### config.mk
export PLATFORM = sky130hd
export DESIGN_NAME = send_port_dev_flat
export DESIGN_NICKNAME = d
export VERILOG_FILES = /design/src/verilog/send_port_pkg.sv /design/src/verilog/send_port_if.sv /design/src/verilog/beat_fifo.sv /design/src/verilog/send_port_dev.sv /design/src/flat_wrapper.sv
export SDC_FILE = /design/constraint.sdc
export NUM_CORES = 1
export LEC_CHECK = 0
export BUFFER_PORTS_ARGS = -buffer_cell sky130_fd_sc_hd__buf_2
export CAP_MARGIN = 20
export CELL_PAD_IN_SITES_DETAIL_PLACEMENT = 1
export CELL_PAD_IN_SITES_GLOBAL_PLACEMENT = 1
export CORE_ASPECT_RATIO = 0.9
export CORE_MARGIN = 1
export CORE_UTILIZATION = 28
export CTS_CLUSTER_DIAMETER = 150
export CTS_CLUSTER_SIZE = 20
export DETAILED_ROUTE_END_ITERATION = 10
export GPL_ROUTABILITY_DRIVEN = 1
export PLACE_DENSITY_LB_ADDON = 0.1
export SYNTH_ARGS = -nofsm -noshare
export SYNTH_HDL_FRONTEND = slang
export SYNTH_HIERARCHICAL = 1
export SYNTH_SLANG_ARGS = --single-unit
### constraint.sdc
create_clock -name clk_i -period 10.6 [get_ports clk_i]
set_clock_uncertainty 0.1 [all_clocks]
set_input_delay 1.59 -clock clk_i [delete_from_list [all_inputs] [get_ports clk_i]]
set_output_delay 1.59 -clock clk_i [all_outputs]
set_load 0.02 [all_outputs]
### src/verilog/send_port_pkg.sv
package send_port_pkg;
    // Data path widths
    localparam int WIDE_W = 128;
    localparam int NARROW_W = 64;
    localparam int QWORD_W = 64;
    // Credit limits: 12 bits, one unit is 16 bytes of payload
    localparam int CRED_W = 12;
    localparam int CRED_UNIT_BYTES = 16;
    localparam int CRED_KINDS = 3;
    localparam int CRED_CPL = 0;
    localparam int CRED_NP = 1;
    localparam int CRED_POST = 2;
    localparam logic [CRED_W-1:0] CRED_RESET = 12'h000;
    // Ready-to-valid latency in cycles
    localparam int READY_LATENCY = 2;
    // Idle cycles the source keeps after reset release
    localparam int RESET_WAIT = 2;
    // Buffer in front of the transaction layer
    localparam int FIFO_DEPTH = 8;
    // Side bits carried with each beat in the buffer
    localparam int SIDE_W = 4;
    localparam int SIDE_FIRST = 0;
    localparam int SIDE_LAST = 1;
    localparam int SIDE_VOID = 2;
    localparam int SIDE_NULL = 3;
    // Beat index from which a nullify strobe may apply
    localparam int NULL_MIN_BEAT = 1;
endpackage : send_port_pkg

### src/verilog/send_port_if.sv
`timescale 1ns/1ps
interface send_port_if #(parameter int DATA_W = send_port_pkg::WIDE_W) (
    input wire logic clk_i,
    input wire logic rst_i
);
    logic send_beat_valid;
    logic send_accept_ok;
    logic [DATA_W-1:0] send_beat_word;
    logic send_first_beat;
    logic send_last_beat;
    logic send_upper_half_void;
    logic send_nullify_pulse;

    modport device (
        input clk_i, rst_i, send_beat_valid, send_beat_word, send_first_beat,
        input send_last_beat, send_upper_half_void, send_nullify_pulse,
        output send_accept_ok
    );

    modport source (
        input clk_i, rst_i, send_accept_ok,
        output send_beat_valid, send_beat_word, send_first_beat, send_last_beat,
        output send_upper_half_void, send_nullify_pulse
    );
endinterface : send_port_if

### src/verilog/beat_fifo.sv
`timescale 1ns/1ps
module beat_fifo #(
    parameter int WIDTH = 132,
    parameter int DEPTH = send_port_pkg::FIFO_DEPTH
) (
    input wire logic clk_i,
    input wire logic rst_i,
    input wire logic in_valid_i,
    output logic in_ready_o,
    input wire logic [WIDTH-1:0] in_data_i,
    output logic out_valid_o,
    input wire logic out_ready_i,
    output logic [WIDTH-1:0] out_data_o,
    output logic [$clog2(DEPTH+1)-1:0] level_o,
    output logic empty_o
);
    localparam int AW = $clog2(DEPTH);

    initial begin
        if (DEPTH < 2 || (1 << AW) != DEPTH) $error("beat_fifo depth must be a power of two");
    end

    logic [WIDTH-1:0] mem [DEPTH];
    logic [AW-1:0] wr_ptr_reg;
    logic [AW-1:0] rd_ptr_reg;
    logic [AW:0] count_reg;
    logic push;
    logic pop;

    assign in_ready_o = (count_reg != (AW+1)'(DEPTH));
    assign out_valid_o = (count_reg != '0);
    assign push = in_valid_i && in_ready_o;
    assign pop = out_valid_o && out_ready_i;
    assign out_data_o = mem[rd_ptr_reg];
    assign level_o = count_reg;
    assign empty_o = (count_reg == '0);

    always_ff @(posedge clk_i) begin
        if (push) begin
            mem[wr_ptr_reg] <= in_data_i;
        end
    end

    always_ff @(posedge clk_i or posedge rst_i) begin
        if (rst_i) begin
            wr_ptr_reg <= '0;
            rd_ptr_reg <= '0;
            count_reg <= '0;
        end else begin
            if (push) wr_ptr_reg <= wr_ptr_reg + 1'b1;
            if (pop) rd_ptr_reg <= rd_ptr_reg + 1'b1;
            if (push && !pop) count_reg <= count_reg + 1'b1;
            else if (pop && !push) count_reg <= count_reg - 1'b1;
        end
    end
endmodule : beat_fifo

### src/verilog/send_port_dev.sv
// What this block and its source do
// - Capture beat only when valid and ready-qualified
// - Source sends valid only during ready windows
// - Source drops valid within two cycles
// - Source resumes valid within two cycles
// - Source registers ready and valid, latency two
// - Upper-half void only counts on last beat
// - Void flag unused on 64-bit path
// - Nullify pulse one cycle, inside packet
// - Nullify only posted or completion with payload; packet type is not decoded, any packet of three or more beats may be nullified
// - Gap of one cycle after nullified packet
// - No nullify for one- or two-beat packets
// - Nullify pulse only together with valid
// - Buffer empty output high when buffer empty
// - Completion data credit limit, 12 bits
// - Non-posted data credit limit, 12 bits
// - Posted data credit limit, 12 bits
// - Drop ready when buffer cannot take more
// - Source waits two cycles after reset
// - First and last flags mark packet bounds
// - Beat count must match header length; no header is parsed, so the length is not checked
`timescale 1ns/1ps
module send_port_dev #(
    parameter int DATA_W = send_port_pkg::WIDE_W,
    parameter int DEPTH = send_port_pkg::FIFO_DEPTH
) (
    send_port_if.device link,
    output logic [DATA_W-1:0] pkt_word_o,
    output logic pkt_first_o,
    output logic pkt_last_o,
    output logic pkt_upper_void_o,
    output logic pkt_nullified_o,
    output logic pkt_valid_o,
    input wire logic pkt_ready_i,
    input wire logic [send_port_pkg::CRED_W-1:0] cred_src_i [send_port_pkg::CRED_KINDS],
    output logic [send_port_pkg::CRED_W-1:0] cred_cpl_data_o,
    output logic [send_port_pkg::CRED_W-1:0] cred_np_data_o,
    output logic [send_port_pkg::CRED_W-1:0] cred_post_data_o,
    output logic fifo_empty_o,
    output logic proto_err_o
);
    localparam int LAT = send_port_pkg::READY_LATENCY;
    localparam int FW = DATA_W + send_port_pkg::SIDE_W;
    localparam int LW = $clog2(DEPTH+1);
    // Room for the beat of this grant plus the ones in flight, counted from the registered ready
    localparam int READY_LIMIT = DEPTH - LAT - 2;

    initial begin
        if (DATA_W != send_port_pkg::WIDE_W && DATA_W != send_port_pkg::NARROW_W)
            $error("send_port_dev data width must be 64 or 128");
        if (READY_LIMIT < 1) $error("send_port_dev buffer too shallow for ready latency");
    end

    typedef enum logic [1:0] {IDLE, IN_PKT} pkt_state_e;

    logic clk;
    logic rst;
    assign clk = link.clk_i;
    assign rst = link.rst_i;

    logic ready_reg;
    logic [LAT-1:0] ready_pipe_reg;
    logic beat_ok;
    logic stray_beat;
    pkt_state_e state_reg;
    logic [1:0] beat_idx_reg;
    logic null_pend_reg;
    logic proto_err_reg;
    logic [send_port_pkg::CRED_W-1:0] cred_reg [send_port_pkg::CRED_KINDS];
    logic fifo_in_ready;
    logic fifo_out_valid;
    logic [FW-1:0] fifo_in;
    logic [FW-1:0] fifo_out;
    logic [LW-1:0] fifo_level;
    logic fifo_empty;
    logic void_bit;
    logic null_now;
    logic null_take;

    // Ready leaves enough room for every beat already granted
    always_ff @(posedge clk or posedge rst) begin
        if (rst) begin
            ready_reg <= 1'b0;
        end else begin
            ready_reg <= (fifo_level <= LW'(READY_LIMIT));
        end
    end
    assign link.send_accept_ok = ready_reg;

    // Ready of cycle n qualifies the beat of cycle n+LAT
    always_ff @(posedge clk or posedge rst) begin
        if (rst) begin
            ready_pipe_reg <= '0;
        end else begin
            ready_pipe_reg <= {ready_pipe_reg[LAT-2:0], ready_reg};
        end
    end

    assign beat_ok = link.send_beat_valid && ready_pipe_reg[LAT-1];
    assign stray_beat = link.send_beat_valid && !ready_pipe_reg[LAT-1];

    function automatic logic void_of(input logic last, input logic flag);
        return (DATA_W == send_port_pkg::WIDE_W) && last && flag;
    endfunction : void_of

    assign void_bit = void_of(link.send_last_beat, link.send_upper_half_void);

    // Nullify counts from the second beat on and never on the last beat
    assign null_now = beat_ok && link.send_nullify_pulse && (state_reg == IN_PKT)
        && !link.send_first_beat && !link.send_last_beat
        && (beat_idx_reg >= 2'(send_port_pkg::NULL_MIN_BEAT));
    assign null_take = null_pend_reg || null_now;

    // Packet framing
    always_ff @(posedge clk or posedge rst) begin
        if (rst) begin
            state_reg <= IDLE;
            beat_idx_reg <= '0;
        end else if (beat_ok) begin
            case (state_reg)
                IDLE: begin
                    if (link.send_first_beat && !link.send_last_beat) begin
                        state_reg <= IN_PKT;
                        beat_idx_reg <= 2'd1;
                    end
                end
                IN_PKT: begin
                    if (link.send_last_beat) begin
                        state_reg <= IDLE;
                        beat_idx_reg <= '0;
                    end else if (beat_idx_reg != 2'd3) begin
                        beat_idx_reg <= beat_idx_reg + 2'd1;
                    end
                end
                default: begin
                    state_reg <= IDLE;
                    beat_idx_reg <= '0;
                end
            endcase
        end
    end

    // Nullify is held until the last beat carries it into the buffer
    always_ff @(posedge clk or posedge rst) begin
        if (rst) begin
            null_pend_reg <= 1'b0;
        end else if (beat_ok && link.send_last_beat) begin
            null_pend_reg <= 1'b0;
        end else if (null_now) begin
            null_pend_reg <= 1'b1;
        end
    end

    // Sticky record of protocol slips by the source
    always_ff @(posedge clk or posedge rst) begin
        if (rst) begin
            proto_err_reg <= 1'b0;
        end else if (stray_beat || (beat_ok && !fifo_in_ready)
            || (link.send_nullify_pulse && !link.send_beat_valid)
            || (beat_ok && (state_reg == IDLE) && !link.send_first_beat)
            || (beat_ok && (state_reg == IN_PKT) && link.send_first_beat)) begin
            proto_err_reg <= 1'b1;
        end
    end
    assign proto_err_o = proto_err_reg;

    always_comb begin
        fifo_in = '0;
        fifo_in[DATA_W-1:0] = link.send_beat_word;
        fifo_in[DATA_W+send_port_pkg::SIDE_FIRST] = link.send_first_beat;
        fifo_in[DATA_W+send_port_pkg::SIDE_LAST] = link.send_last_beat;
        fifo_in[DATA_W+send_port_pkg::SIDE_VOID] = void_bit;
        fifo_in[DATA_W+send_port_pkg::SIDE_NULL] = link.send_last_beat && null_take;
    end

    beat_fifo #(.WIDTH(FW), .DEPTH(DEPTH)) u_fifo (
        .clk_i(clk),
        .rst_i(rst),
        .in_valid_i(beat_ok),
        .in_ready_o(fifo_in_ready),
        .in_data_i(fifo_in),
        .out_valid_o(fifo_out_valid),
        .out_ready_i(pkt_ready_i),
        .out_data_o(fifo_out),
        .level_o(fifo_level),
        .empty_o(fifo_empty)
    );

    assign pkt_valid_o = fifo_out_valid;
    assign pkt_word_o = fifo_out[DATA_W-1:0];
    assign pkt_first_o = fifo_out[DATA_W+send_port_pkg::SIDE_FIRST];
    assign pkt_last_o = fifo_out[DATA_W+send_port_pkg::SIDE_LAST];
    assign pkt_upper_void_o = fifo_out[DATA_W+send_port_pkg::SIDE_VOID];
    assign pkt_nullified_o = fifo_out[DATA_W+send_port_pkg::SIDE_NULL];
    assign fifo_empty_o = fifo_empty;

    // Credit limits in 16-byte units
    for (genvar k = 0; k < send_port_pkg::CRED_KINDS; k++) begin : g_cred
        always_ff @(posedge clk or posedge rst) begin
            if (rst) begin
                cred_reg[k] <= send_port_pkg::CRED_RESET;
            end else begin
                cred_reg[k] <= cred_src_i[k];
            end
        end
    end
    assign cred_cpl_data_o = cred_reg[send_port_pkg::CRED_CPL];
    assign cred_np_data_o = cred_reg[send_port_pkg::CRED_NP];
    assign cred_post_data_o = cred_reg[send_port_pkg::CRED_POST];
endmodule : send_port_dev

### src/flat_wrapper.sv
// flat-port wrapper written by rule: the top's interface ports become plain ports
module send_port_dev_flat 
#(
    parameter int DATA_W = send_port_pkg::WIDE_W,
    parameter int DEPTH = send_port_pkg::FIFO_DEPTH
)
  (pkt_word_o, pkt_first_o, pkt_last_o, pkt_upper_void_o, pkt_nullified_o, pkt_valid_o, pkt_ready_i, cred_src_i, cred_cpl_data_o, cred_np_data_o, cred_post_data_o, fifo_empty_o, proto_err_o, clk_i, rst_i, link_send_beat_valid, link_send_beat_word, link_send_first_beat, link_send_last_beat, link_send_upper_half_void, link_send_nullify_pulse, link_send_accept_ok);
  send_port_if #(.DATA_W(DATA_W)) link_i (.clk_i(clk_i), .rst_i(rst_i));
  output logic [DATA_W-1:0] pkt_word_o;
  output logic pkt_first_o;
  output logic pkt_last_o;
  output logic pkt_upper_void_o;
  output logic pkt_nullified_o;
  output logic pkt_valid_o;
  input wire logic pkt_ready_i;
  input wire logic [send_port_pkg::CRED_W-1:0] cred_src_i[send_port_pkg::CRED_KINDS];
  output logic [send_port_pkg::CRED_W-1:0] cred_cpl_data_o;
  output logic [send_port_pkg::CRED_W-1:0] cred_np_data_o;
  output logic [send_port_pkg::CRED_W-1:0] cred_post_data_o;
  output logic fifo_empty_o;
  output logic proto_err_o;
  input wire logic clk_i;
  input wire logic rst_i;
  input wire logic [$bits(link_i.send_beat_valid)-1:0] link_send_beat_valid;
  input wire logic [$bits(link_i.send_beat_word)-1:0] link_send_beat_word;
  input wire logic [$bits(link_i.send_first_beat)-1:0] link_send_first_beat;
  input wire logic [$bits(link_i.send_last_beat)-1:0] link_send_last_beat;
  input wire logic [$bits(link_i.send_upper_half_void)-1:0] link_send_upper_half_void;
  input wire logic [$bits(link_i.send_nullify_pulse)-1:0] link_send_nullify_pulse;
  output wire logic [$bits(link_i.send_accept_ok)-1:0] link_send_accept_ok;
  assign link_i.send_beat_valid = link_send_beat_valid;
  assign link_i.send_beat_word = link_send_beat_word;
  assign link_i.send_first_beat = link_send_first_beat;
  assign link_i.send_last_beat = link_send_last_beat;
  assign link_i.send_upper_half_void = link_send_upper_half_void;
  assign link_i.send_nullify_pulse = link_send_nullify_pulse;
  assign link_send_accept_ok = link_i.send_accept_ok;
  send_port_dev #(.DATA_W(DATA_W), .DEPTH(DEPTH)) u_core (.link(link_i), .pkt_word_o(pkt_word_o), .pkt_first_o(pkt_first_o), .pkt_last_o(pkt_last_o), .pkt_upper_void_o(pkt_upper_void_o), .pkt_nullified_o(pkt_nullified_o), .pkt_valid_o(pkt_valid_o), .pkt_ready_i(pkt_ready_i), .cred_src_i(cred_src_i), .cred_cpl_data_o(cred_cpl_data_o), .cred_np_data_o(cred_np_data_o), .cred_post_data_o(cred_post_data_o), .fifo_empty_o(fifo_empty_o), .proto_err_o(proto_err_o));
endmodule
== Word level (Yosys, flattened, before mapping) ==
Memories as Yosys holds them, arrays and structs flattened.
Cells that the tools add are included.

* Bits in registers: 55
* Memory bits (writable): 1056
* Output and inout port bits: 172
* Logic and storage cells: 78
* Memories kept: 1

* Add/subtract/negate cells: 5
* Order comparisons: 2
* Equal/unequal tests: 6
* Multiplexer cells: 12
* Reductions and logical operators: 40

{| class="wikitable"
|+ Memory list
! memory !! depth !! width !! read ports !! clocked after Yosys merged registers in !! write ports !! RTL line !! text
|-
| u_core.u_fifo.mem || 8 || 132 || 1 || 0 || 1 || beat_fifo.sv:23 || <nowiki>logic [WIDTH-1:0] mem [DEPTH];</nowiki>
|}

{| class="wikitable"
|+ Operators by type and width
! operator !! number
|-
| $logic_and 1x1->1 || 21
|-
| $mux 2 || 4
|-
| $mux 4 || 2
|-
| $pmux 2 s2 || 2
|-
| $logic_not 1->1 || 7
|-
| $add 3x1->3 const B || 2
|-
| $reduce_and 3->1 || 2
|-
| $logic_or 1x1->1 || 5
|-
| $add 4x1->4 const B || 1
|-
| $le 4x3->1 const B || 1
|-
| $logic_not 4->1 || 1
|-
| $mux 1 || 4
|-
| $ne 2x2->1 const B || 2
|-
| $ne 4x4->1 const B || 1
|-
| $reduce_bool 2->1 || 2
|-
| $reduce_bool 4->1 || 1
|-
| $sub 4x1->4 const B || 1
|-
| $ne 3x3->1 const B || 1
|-
| $add 2x1->2 const B || 1
|-
| $eq 2x1->1 const B || 1
|-
| $ge 2x1->1 const B || 1
|-
| $logic_not 2->1 || 1
|-
| $ne 2x1->1 const B || 1
|}

== Logic depth before layout (Yosys ltp) ==
Gate-level depths: netlist of the first run.

* Depth in word-level cells: 8
* Gate-level depth with buffers: 10
* Depth with buffers taken out: 10

== Hierarchy ==
The synthesis of the first run kept the hierarchy.

{| class="wikitable"
|+ Modules (own cells, without submodules)
! module !! times used !! cells each !! area an instance (um2) !! sequential area each (um2)
|-
| beat_fifo || 1 || 1590 || 40277.4 || 31960.7
|-
| send_port_dev || 1 || 77 || 1315.0 || 1101.1
|}

== Worst setup path before layout of the first run ==
Ideal clock, no wire load.

* Path type: input to register
* Start point: in link_send_beat_valid
* End point: mem u_core.u_fifo.mem[1][0], enable pin
* Setup time: 0.785 ns
* Arrival time: 10.871 ns
* Path slack: -1.156 ns
* Stages on the path: 4
* Buffers on the path: 0
* Cells stage by stage: nand2_1 > inv_2 > nand3_1 > nor3_1

* Longest elaborated chain between the ends: 4

{| class="wikitable"
|+ RTL lines
! what !! RTL line !! text
|-
| start: declaration || flat_wrapper.sv:24 || <nowiki>input wire logic [$bits(link_i.send_beat_valid)-1:0] link_send_beat_valid;</nowiki>
|-
| $logic_and 1x1->1 || send_port_dev.sv:99 || <nowiki>assign beat_ok = link.send_beat_valid && ready_pipe_reg[LAT-1];</nowiki>
|-
| via u_core.beat_ok || send_port_dev.sv:63 || <nowiki>logic beat_ok;</nowiki>
|-
| $logic_and 1x1->1 || beat_fifo.sv:32 || <nowiki>assign push = in_valid_i && in_ready_o;</nowiki>
|-
| $mux 1 || beat_fifo.sv:39 || <nowiki>if (push) begin</nowiki>
|-
| $mux 1 (implied by the code) || beat_fifo.sv:40 || <nowiki>mem[wr_ptr_reg] <= in_data_i;</nowiki>
|-
| end: declaration || beat_fifo.sv:23 ||
|}

The timed path passes the listed nets, and every way through them passes these cells.

== Worst setup path after layout of the first run ==
* Start point: reg u_core.u_fifo.rd_ptr_reg[0]
* End point: out pkt_word_o[35]

* Longest elaborated chain between the ends: 1

{| class="wikitable"
|+ RTL lines
! what !! RTL line !! text
|-
| start: declaration || beat_fifo.sv:25 || <nowiki>logic [AW-1:0] rd_ptr_reg;</nowiki>
|-
| start signal: assignment || beat_fifo.sv:51 || <nowiki>if (pop) rd_ptr_reg <= rd_ptr_reg + 1'b1;</nowiki>
|-
| $mem_v2 8x132 || -- ||
|-
| end: declaration || flat_wrapper.sv:9 || <nowiki>output logic [DATA_W-1:0] pkt_word_o;</nowiki>
|}

No other way between the ends.

==> impl_results.md, run 1 <==
* Status: complete, no violations
* Synth cell types at 41
* Kind of cell adding the most delay to the critical path: buffers and inverters
* Port Buffers at 343
* PnR worst setup slack at 4.879 ns
* Pre-CTS worst setup slack at roughly 5.2 ns
* DR pass1 iterations at 4
* Clock root buffer: clkbuf_16
* Comb pwr share at approximately 34%
* # placed instances at 3929
* Flops & latches, synth at approximately 1100
* HP Class: flop to flop
* Max reg flops at 1056
* Mean Syn Cell Area at 24.95 um^2
* Register area share after synthesis at roughly four fifths
* Max Freq at 0.1748 GHz
* GPL Wtd Cong at a little under 0.7
* Most frequent cells in the layout: 1056 x edfxtp_1, 343 x buf_2, 264 x mux4_2, 135 x mux2_2, 62 x clkbuf_16
* Crit-path max cell delay at 0.90 ns
* Via count at 18330
* Initial antenna violation count at 26
* First-pass GRT wire length at 147200 um
* Synth-to-Final Area Change at 13.79%
* Fin crit period at about 5.7 ns
* Reg2Reg Setup Slack at 6.58 ns
* Num CTS Buffers at 61
* HP Start: u_core/ready_pipe_reg[0]
* Post-CTS Setup Bufs at 0
* Top reg by flops: u_core/u_fifo/mem
* CP cell instances: buf_12 -> buf_4 -> mux4_2 -> mux2_2 -> buf_2
* PostCTS Resize Cnt at 0
* Hold Path Sink: u_core/ready_pipe_reg[1]
* Hold buffer count at cts at 0
* GRT Overall Usage at ~13%
* ANT cells at 0
* Final Max Tran Viols at 0
* Commonest non-fill, non-tap cell in the layout: edfxtp_1
* Final Hold Viols at 0
* Initial Util at approximately 28%
* Number of global-route vias before repair at between 20000 and 25000
* Clock power share at 20.6%
* Reg2Reg Depth at 5
* DR top layer: met5
* WS Path Type: flop to primary output
* Post-DP HPWL at 54700 um
* Clock slew at reported path FFs at 0.09 ns
* Max-slew headroom at 24.82%
* Switching Share at 32.55%
* Worst skew pair latency at 0.68 ns
* End of the worst register-to-register path: u_core/u_fifo/mem[0][64]
* Max-Cap Viols at 0
* Static Leak at 0.01499 uW
* Slowest CP cell: buf_4
* Critical Path RT at 8.91 ns
* Clk sinks at 1110
* Total power at about 12000 uW
* Routed wire per std cell at between 20 and 30 um
* Syn nets at 1847
* Die Area at 150100 um^2
* Drt via density at approximately 4.6
* Final Non-Filler Cells at 4017
* Post-synth EDFFs at 1056
* Ys async rst share at 4.865%
* FP Rows at about 130
* Net Sw Power at 3885 uW
* Post-Route Setup TNS at 0 ns
* Antenna Nets Post-Route at 0
* RSZ-0062 raised after global routing: false
* Syn Inst Count at 1667
* Share of layout cells above drive strength 1 at between 40% and 50%
* Total routed wirelength at 101400 um
* Hold WS at roughly 0.26 ns
* Core ar. at 146800 um^2
* Critical R2R Launch: u_core/u_fifo/level_o[3]
* Post-Syn Area at around 42000 um^2
* Die span in x at about 410 um
* VDD IR max at roughly 0.21 mV
* Clock Path Buffers at 3
* Worst path bufs/invs at 3
* Crit path DAT at 4.03 ns
* Gr ovfl total at 0
* H-tree depth at 2
* Int Pwr at 8049 uW
* Crit. End Element: primary output
* DR DRC count at 0
* Filler instances at about 14000
* Setup violators final at 0
* Pwr/cell area at 252.2 nW/um^2
* Io pins at 344
* Hold path cells at 0
* Largest net degree at the start of global routing at 129
* Final nets at 2215
* Period Utilization, post-route at 53.97%
* Flop pwr share at 45.2%
* Worst Setup Start Kind: flop
* M1 WL at approximately 44000 um
* Met2 WL at 50380 um
* Met3 wire len at 4717 um
* Die H at 367.6 um
* Ys flop type: edfxtp_1
* Initial DRC Count at 934
* Crit Path Max Fanout at 107
* CTS tree: built
* Slew @ Worst Pin at 1.128 ns
* Syn. warnings at 6
-- worst max-delay path by stage --
stage               slack (ns)                        to                        start  depth (start not counted)
finish                    4.88            pkt_word_o[35]  u_core/u_fifo/rd_ptr_reg[0]                          5
global route              4.50            pkt_word_o[50]  u_core/u_fifo/rd_ptr_reg[0]                          5
CTS                       4.68            pkt_word_o[37]  u_core/u_fifo/rd_ptr_reg[0]                          5
detailed placement        5.24  u_core/u_fifo/mem[0][64]         link_send_beat_valid                          7
global placement          5.30  u_core/u_fifo/mem[0][64]         link_send_beat_valid                          7
floorplan                 2.39   u_core/u_fifo/mem[7][0]         link_send_beat_valid                          4
-- power by group through the flow --
stage	combinational, uW	clock [uW]	sequential [uW]
final	4080	2460	5400
after global placement	4230	0	5490
after global routing	4410	2710	5440
after CTS	4260	2600	5410
after detailed placement	4250	0	5510
after floorplan	2940	0	5480
-- stage by stage --
stage          cell area, um^2  util [%]
4_1_cts                  47330     32.25
5_1_grt                  47330     32.25
6_report                 47330     32.25
2_1_floorplan            41600         -
3_5_place_dp             45660     31.11
3_3_place_gp             45660     31.11
-- cells in the mapped netlist, types with 2 or more instances --
master    count  share of area, %
a21oi_1       4             0.048
a31oi_1       2             0.030
and2_1        2             0.030
buf_1        16              0.14
buf_2         5             0.060
buf_6        28              0.76
clkbuf_1     26              0.23
dfrtp_1      54               3.2
edfxtp_1   1056                76
ha_1          7              0.21
inv_1         9             0.081
mux2_2      135               3.7
mux4_2      264                14
nand2_1       5             0.045
nand2b_1      2             0.030
nand3_1       4             0.048
nand3b_1      3             0.054
nand4_1       2             0.030
nor2_1       10             0.090
nor3_1        2             0.024
o211ai_2      2             0.060
o21ai_0       2             0.024
or3_1         3             0.045
or4_1         2             0.036
xnor2_1       6              0.13
-- final cells by class --
| cell class | instances | area, um^2 | share of cell area [%] |
|---|---|---|---|
| Sequential cell | 1110 | 33070 | 69.88 |
| Multi-Input combinational cell | 470 | 8040 | 16.99 |
| Tap cell | 1957 | 2449 | 5.174 |
| Timing Repair Buffer | 382 | 2059 | 4.352 |
| Clock buffer | 86 | 1642 | 3.469 |
| Inverter | 10 | 37.54 | 0.07931 |
| Clock inverter | 2 | 27.53 | 0.05816 |
-- metal layers --
metal,GRT usage (%),up-vias
li1,-,7758
met1,17.42,10100
met2,22.92,316
met3,2.986,131
met4,2.838,24
met5,0,-
-- kinds of logic (layout without fill, tap and decap cells) --
group / after synthesis / after routing / synth area share [%]
DFF: 1110 / 1110 / 79.49
muxes: 400 / 400 / 17.97
buffers and inverters: 87 / 480 / 1.342
and+or+nand+nor: 39 / 39 / 0.5084
AOI/OAI and AO/OA: 16 / 16 / 0.2798
adders and majority gates: 8 / 8 / 0.2587
xor gates and xnor gates: 7 / 7 / 0.1474
-- worst reg2reg max path, delay by kind of cell, from the launching register on --
| family | cells | cell delay (ns) |
|---|---|---|
| buffers and inverters | 2 | 1.52 |
| and+or+nand+nor | 3 | 1.49 |
| DFF | 1 | 0.46 |
No activity file was read; power rests on OpenSTA's default activity.
==> run 2, diff against run 1 <==
clock period = 5.31 ns   (was 10.6 ns; I/O delays follow)
==> run 2 against run 1 <==
Hold slack worse by 0.14 ns. Combinational power grew 100%. Core utilization is 0.35 points higher. Die area unchanged. Setup slack worse by 3.7 ns. Via count is essentially flat. Clock power grew 98%.
==> impl_results.md, run 2 (synthesized netlist as in run 1, its figures left out) <==
* Status: complete, no violations
* Num CTS Buffers at 61 (unchanged)
* Clock slew at reported path FFs at 0.09 ns (about the same)
* Slew @ Worst Pin at 1.006 ns (-0.1213 ns)
* Die H at 367.6 um (unchanged)
* Crit-path max cell delay at 0.99 ns (+0.09 ns)
* Slowest CP cell: dfrtp_4
* Port Buffers at 343 (unchanged)
* Largest net degree at the start of global routing at 70 (-46%)
* PnR worst setup slack at 1.215 ns (-3.664 ns)
* Number of global-route vias before repair at 20900 (+1.0%)
* Max-slew headroom at 32.91% (+8.1 points)
* Fin crit period at 4.095 ns
* Worst Setup Start Kind: flop
* Synth-to-Final Area Change at 15.02%
* Post-Route Setup TNS at 0 ns (unchanged)
* Max-Cap Viols at 0 (unchanged)
* Final core occ at 32.59% (+0.35 points)
* GPL Wtd Cong at 0.6719 (-1.2%)
* FP Rows at 133 (unchanged)
* H-tree depth at 2 (unchanged)
* Total routed wirelength at 101000 um (-0.39%)
* Pre-CTS worst setup slack at 1.810 ns (-3.428 ns)
* Gr ovfl total at 0 (unchanged)
* Most frequent cells in the layout: 1056 x edfxtp_1, 343 x buf_2, 264 x mux4_2, 135 x mux2_2, 63 x clkbuf_16
* VDD IR max at 0.2633 mV (+25%)
* Clk sinks at 1110 (unchanged)
* Core ar. at 146800 um^2 (unchanged)
* Filler instances at 14420 (-0.35%)
* Worst skew pair latency at 0.68 ns (about the same)
* CP cell instances: buf_12 -> mux4_2 -> mux2_2 -> buf_2
* Period Utilization, post-route at between 70% and 80%
* Top reg by flops: u_core/u_fifo/mem
* Antenna Nets Post-Route at 0 (unchanged)
* Io pins at 344 (unchanged)
* Crit Path Max Fanout at 42 (-61%)
* Met2 WL at 51340 um (+1.9%)
* Critical Path RT at 4.41 ns (-4.50 ns)
* Setup violators final at 0 (unchanged)
* Pwr/cell area at 501.2 nW/um^2 (+99%)
* Met3 wire len at 4484 um (-4.9%)
* Initial DRC Count at 968 (+3.6%)
* DR DRC count at 0 (unchanged)
* Drt via density at 4.545 (-0.39%)
* GRT Overall Usage at 13.44% (+0.022 points)
* Post-CTS Setup Bufs at 0 (unchanged)
* Hold WS at 0.1127 ns (-0.1440 ns)
* WS Path Type: flop to primary output
* Via count at 18330 (-0.016%)
* Commonest non-fill, non-tap cell in the layout: edfxtp_1
* Initial Util at 28.34% (unchanged)
* Max Freq at 0.2442 GHz
* First-pass GRT wire length at 147800 um (+0.39%)
* Final nets at 2238 (+1.0%)
* Die Area at 150100 um^2 (unchanged)
* # placed instances at 3951 (+0.56%)
* Multi-input gate area in the final layout at 8040 um^2 (unchanged)
* Crit path DAT at 3.20 ns (-0.83 ns)
* Crit. End Element: primary output
* Final Non-Filler Cells at 4032 (+0.37%)
* Routed wire per std cell at 25.05 um (-0.76%)
* DR pass1 iterations at 4 (unchanged)
* Final Hold Viols at 0 (unchanged)
* Register Area at 33070 um^2 (unchanged)
* Max reg flops at 1056 (unchanged)
* PostCTS Resize Cnt at 0 (unchanged)
* M1 WL at 43300 um (-2.1%)
* Post-DP HPWL at 56720 um (+3.7%)
* Final Max Tran Viols at 0 (unchanged)
* HP Class: primary input to flop
* Initial antenna violation count at 27 (+3.8%)
* Static Leak at 0.01520 uW (+1.4%)
* Share of layout cells above drive strength 1 at 42.64% (+0.90 points)
* Clock root buffer: clkbuf_16
* Die span in x at 408.3 um (unchanged)
* DR top layer: met5
* Clock Path Buffers at 3 (unchanged)
* CTS tree: built
* RSZ-0062 raised after global routing: false
-- run 2: cell count changes in the layout (fill, tap and decap cells not counted), sizes merged --
cell         change
clkinv           +1
clkinvlp         +1
clkbuf          -12
buf             +22
diode            +2
dlygate4sd3      +1
-- run 2: path summary, 6_finish.rpt --
kind | from | to | slack, ns | cells after the start
min reg2reg | u_core/ready_pipe_reg[0] | u_core/ready_pipe_reg[1] | 0.26 | 0
max reg2reg | u_core/u_fifo/level_o[0] | u_core/u_fifo/level_o[3] | 2.18 | 9
min | cred_src_i[7] | u_core/cred_post_data_o[7] | 0.11 | 1
min in group asynchronous | rst_i | u_core/u_fifo/level_o[3] | 0.58 | 3
max | u_core/u_fifo/rd_ptr_reg[0] | pkt_word_o[90] | 1.21 | 4
max in group asynchronous | rst_i | u_core/cred_post_data_o[9] | 4.00 | 4
-- run 2: metal layers --
metal | up-vias | track usage [%]
met1 | 10050 | 17.18
met2 | 305 | 23.47
li1 | 7818 | -
met3 | 133 | 2.831
met5 | - | 0
met4 | 22 | 2.658
-- run 2: critical path: cells and delay by family, from the launching register on --
kind | cells | cell delay, ns
buffers and inverters | 2 | 0.61
DFF | 1 | 0.99
muxes | 2 | 0.84
-- run 2: area by class of cell --
cell class	count	share of cell area (%)
clock inverter	4	0.05231
timing repair buffer	405	5.419
sequential	1110	69.13
tap	1957	5.118
multi-input combinational	470	16.81
antenna	2	0.01046
clock buffer	74	3.382
inverter	10	0.07846
-- run 2: timing repair --
action / CTS / global route
hold buffers: 1 / 0
hold endpoints to repair: 10 / 0
setup endpoints to repair: 0 / 0
-- run 2: report_power, final --
| group | switching (uW) | leakage (uW) | internal [uW] |
|---|---|---|---|
| clock network | 2730 | 0.000800 | 2130 |
| registers | 512 | 0.0102 | 10400 |
| logic | 4500 | 0.00424 | 3690 |
| total | 7730 | 0.0152 | 16200 |
-- run 2: through the flow --
step	power [uW]	instance area [um^2]
after floorplan	16790	41600
after global placement	19590	46150
after detailed placement	19670	46180
after CTS	24650	47830
after global routing	25230	47830
final	23980	47840
==> run 3, diff against run 2 <==
clock period = 3.5 ns   (was 5.31 ns; I/O delays follow)
==> run 3 against run 2 <==
Hold slack lost 0.060 ns. Core utilization grew 1.4 points. Wire length grew 2.7%. Final cell count grew 4.8%. Critical endpoint is now pkt_word_o[94]. Largest cell class unchanged. Highest routed layer unchanged.
==> impl_results.md, run 3 (synthesized netlist as in run 1, its figures left out) <==
* # placed instances at 3974 (+0.58%)
* Port Buffers at 343 (unchanged)
* Clock root buffer: clkbuf_16
* Worst Setup Start Kind: flop
* Pre-CTS worst setup slack at 0.4334 ns (-1.376 ns)
* Reg2Reg Setup Slack at 0.43 ns (-1.75 ns)
* GPL Wtd Cong at 0.6768 (+0.73%)
* Num CTS Buffers at 61 (unchanged)
* Largest net degree at the start of global routing at 72 (+2.9%)
* Grt met1 use at 18.26% (+1.1 points)
* Slew @ Worst Pin at 0.6795 ns (-0.3269 ns)
* Top reg by flops: u_core/u_fifo/mem
* Critical R2R Launch: u_core/u_fifo/level_o[1]
* RSZ-0062 raised after global routing: false
* Stages on worst setup path at 6 (+2)
* Max-Cap Viols at 0 (unchanged)
* Final Non-Filler Cells at 4224 (+4.8%)
* Die span in x at 408.3 um (unchanged)
* FP Rows at 133 (unchanged)
* CTS tree: built
* Status: complete, no violations
* CP dominant cell by count: buf_16
* Number of global-route vias before repair at 21610 (+3.4%)
* Commonest non-fill, non-tap cell in the layout: edfxtp_1
* Via count at 19100 (+4.2%)
* GRT Overall Usage at 13.77% (+0.33 points)
* Global routing's busiest layer: met2
* Die H at 367.6 um (unchanged)
* First-pass GRT wire length at 152000 um (+2.8%)
* CP cell instances: buf_12 -> buf_16 -> buf_16 -> mux4_2 -> mux2_2 -> buf_2
* Hold path cells at 1 (unchanged)
* Clock Path Buffers at 3 (unchanged)
* Io pins at 344 (unchanged)
* Final Max Tran Viols at 0 (unchanged)
* Initial Util at 28.34% (unchanged)
* CP startpoint: u_core/u_fifo/rd_ptr_reg[0]
* Worst skew pair latency at 0.67 ns (about the same)
* Share of layout cells above drive strength 1 at 40.33% (-2.3 points)
* Total routed wirelength at 103700 um (+2.7%)
* Clk sinks at 1110 (unchanged)
* Routed wire per std cell at 24.56 um (-2.0%)
* Crit path DAT at 2.73 ns (-0.47 ns)
* Drt via density at 4.521 (-0.55%)
* PnR worst setup slack at 0.1434 ns (-1.071 ns)
* Crit Path Max Fanout at 18 (-57%)
* Max reg flops at 1056 (unchanged)
* VDD IR max at 0.4214 mV (+60%)
* Most frequent cells in the layout: 1056 x edfxtp_1, 343 x buf_2, 264 x mux4_2, 165 x dlygate4sd3_1, 135 x mux2_2
* Slowest CP cell: mux4_2
* Reg2Reg Depth at 9 (unchanged)
* Kind of cell adding the most delay to the critical path: multiplexers
* Max Freq at slightly below 0.3 GHz
* Clock slew at reported path FFs at 0.09 ns (about the same)
* Worst path bufs/invs at 4 (+2)
* HP Class: primary input to flop
* Antenna Nets Post-Route at 0 (unchanged)
* Gr ovfl total at 0 (unchanged)
* Final Hold Viols at 0 (unchanged)
* Crit-path max cell delay at 0.52 ns (-0.47 ns)
* Final core occ at 34.00% (+1.4 points)
* DR pass1 iterations at 4 (unchanged)
* Multi-input gate area in the final layout at 8053 um^2 (+0.16%)
* Filler instances at 14380 (-0.33%)
* DR DRC count at 0 (unchanged)
* Fin crit period at between 3 and 4 ns
* Routing usage on met2 at 23.38% (-0.091 points)
* Pwr/cell area at 742.3 nW/um^2 (+48%)
* Critical Path RT at 2.87 ns (-1.54 ns)
* Post-DP HPWL at 58510 um (+3.2%)
* Final nets at 2431 (+8.6%)
* HP Start: link_send_beat_word[121]
* Setup violators final at 0 (unchanged)
* Synth-to-Final Area Change at 19.99%
* Static Leak at 0.01609 uW (+5.9%)
* H-tree depth at 2 (unchanged)
* Core ar. at 146800 um^2 (unchanged)
* Die Area at 150100 um^2 (unchanged)
* Crit. End Element: primary output
* Period Utilization, post-route at 95.90%
* WS Path Type: flop to primary output
* Register Area at 33070 um^2 (unchanged)
* Initial antenna violation count at 11 (-59%)
* Max-slew headroom at 54.70% (+22 points)
* GR Util met3 at 2.831% (unchanged)
* Initial DRC Count at 1095 (+13%)
[run 3: changes by cell type in the layout (fill, tap and decap cells not counted), moves of 2 or more]
cell / delta
dlygate4sd3_1: +164
buf_4: +9
buf_12: +6
buf_16: +6
buf_6: +6
buf_8: +2
clkbuf_16: -2
[run 3: path summary, 6_finish.rpt]
kind | endpoint
setup / recovery | pkt_word_o[94]
min in group asynchronous | u_core/u_fifo/level_o[2]
hold reg to reg | u_core/ready_pipe_reg[1]
max in group asynchronous | u_core/cred_post_data_o[5]
hold / removal | u_core/u_fifo/mem[0][121]
setup reg to reg | u_core/u_fifo/level_o[3]
[run 3: where the power goes]
part	switching [uW]	internal, uW	total (uW)	leakage [uW]
clock network	4160	3150	7310	0.000781
registers	438	15800	16300	0.0102
logic	7410	6070	13500	0.00515
total	12000	25000	37000	0.0161
[run 3: through the flow]
| stage | hold WS (ns) | cell area [um^2] | total power (uW) | TNS, ns |
|---|---|---|---|---|
| floorplan | 0.2312 | 41680 | 25380 | -341.20 |
| global placement | 0.2399 | 46460 | 29960 | 0 |
| detailed placement | 0.2364 | 46460 | 30080 | 0 |
| CTS | 0.003557 | 49880 | 38010 | 0 |
| global route | 0.03086 | 49900 | 38970 | 0 |
| finish | 0.05307 | 49910 | 37040 | 0 |
[run 3: area by class of cell]
class                   count  area share [%]
diodes                      3         0.01504
flip-flops and latches   1110           66.27
repair buffers            598           9.387
well taps                1957           4.906
clock inverters             3         0.05766
inverters                  10         0.08023
multi-input cells         470           16.14
clock buffers              73           3.149
[run 3: repair_timing]
action | 4_1_cts | 5_1_grt
hold buffers | 165 | 0
gates resized for setup | 12 | 3
cloned | 3 | 0
setup buffers | 3 | 0
hold endpoints to repair | 1107 | 0
setup endpoints to repair | 87 | 4
[run 3: metal layers]
layer / share of wire, % / vias up
met1: 44 / 10470
met4: 1.5 / 16
met3: 4.9 / 105
met2: 49 / 315
li1: - / 8190
met5: 0.11 / -
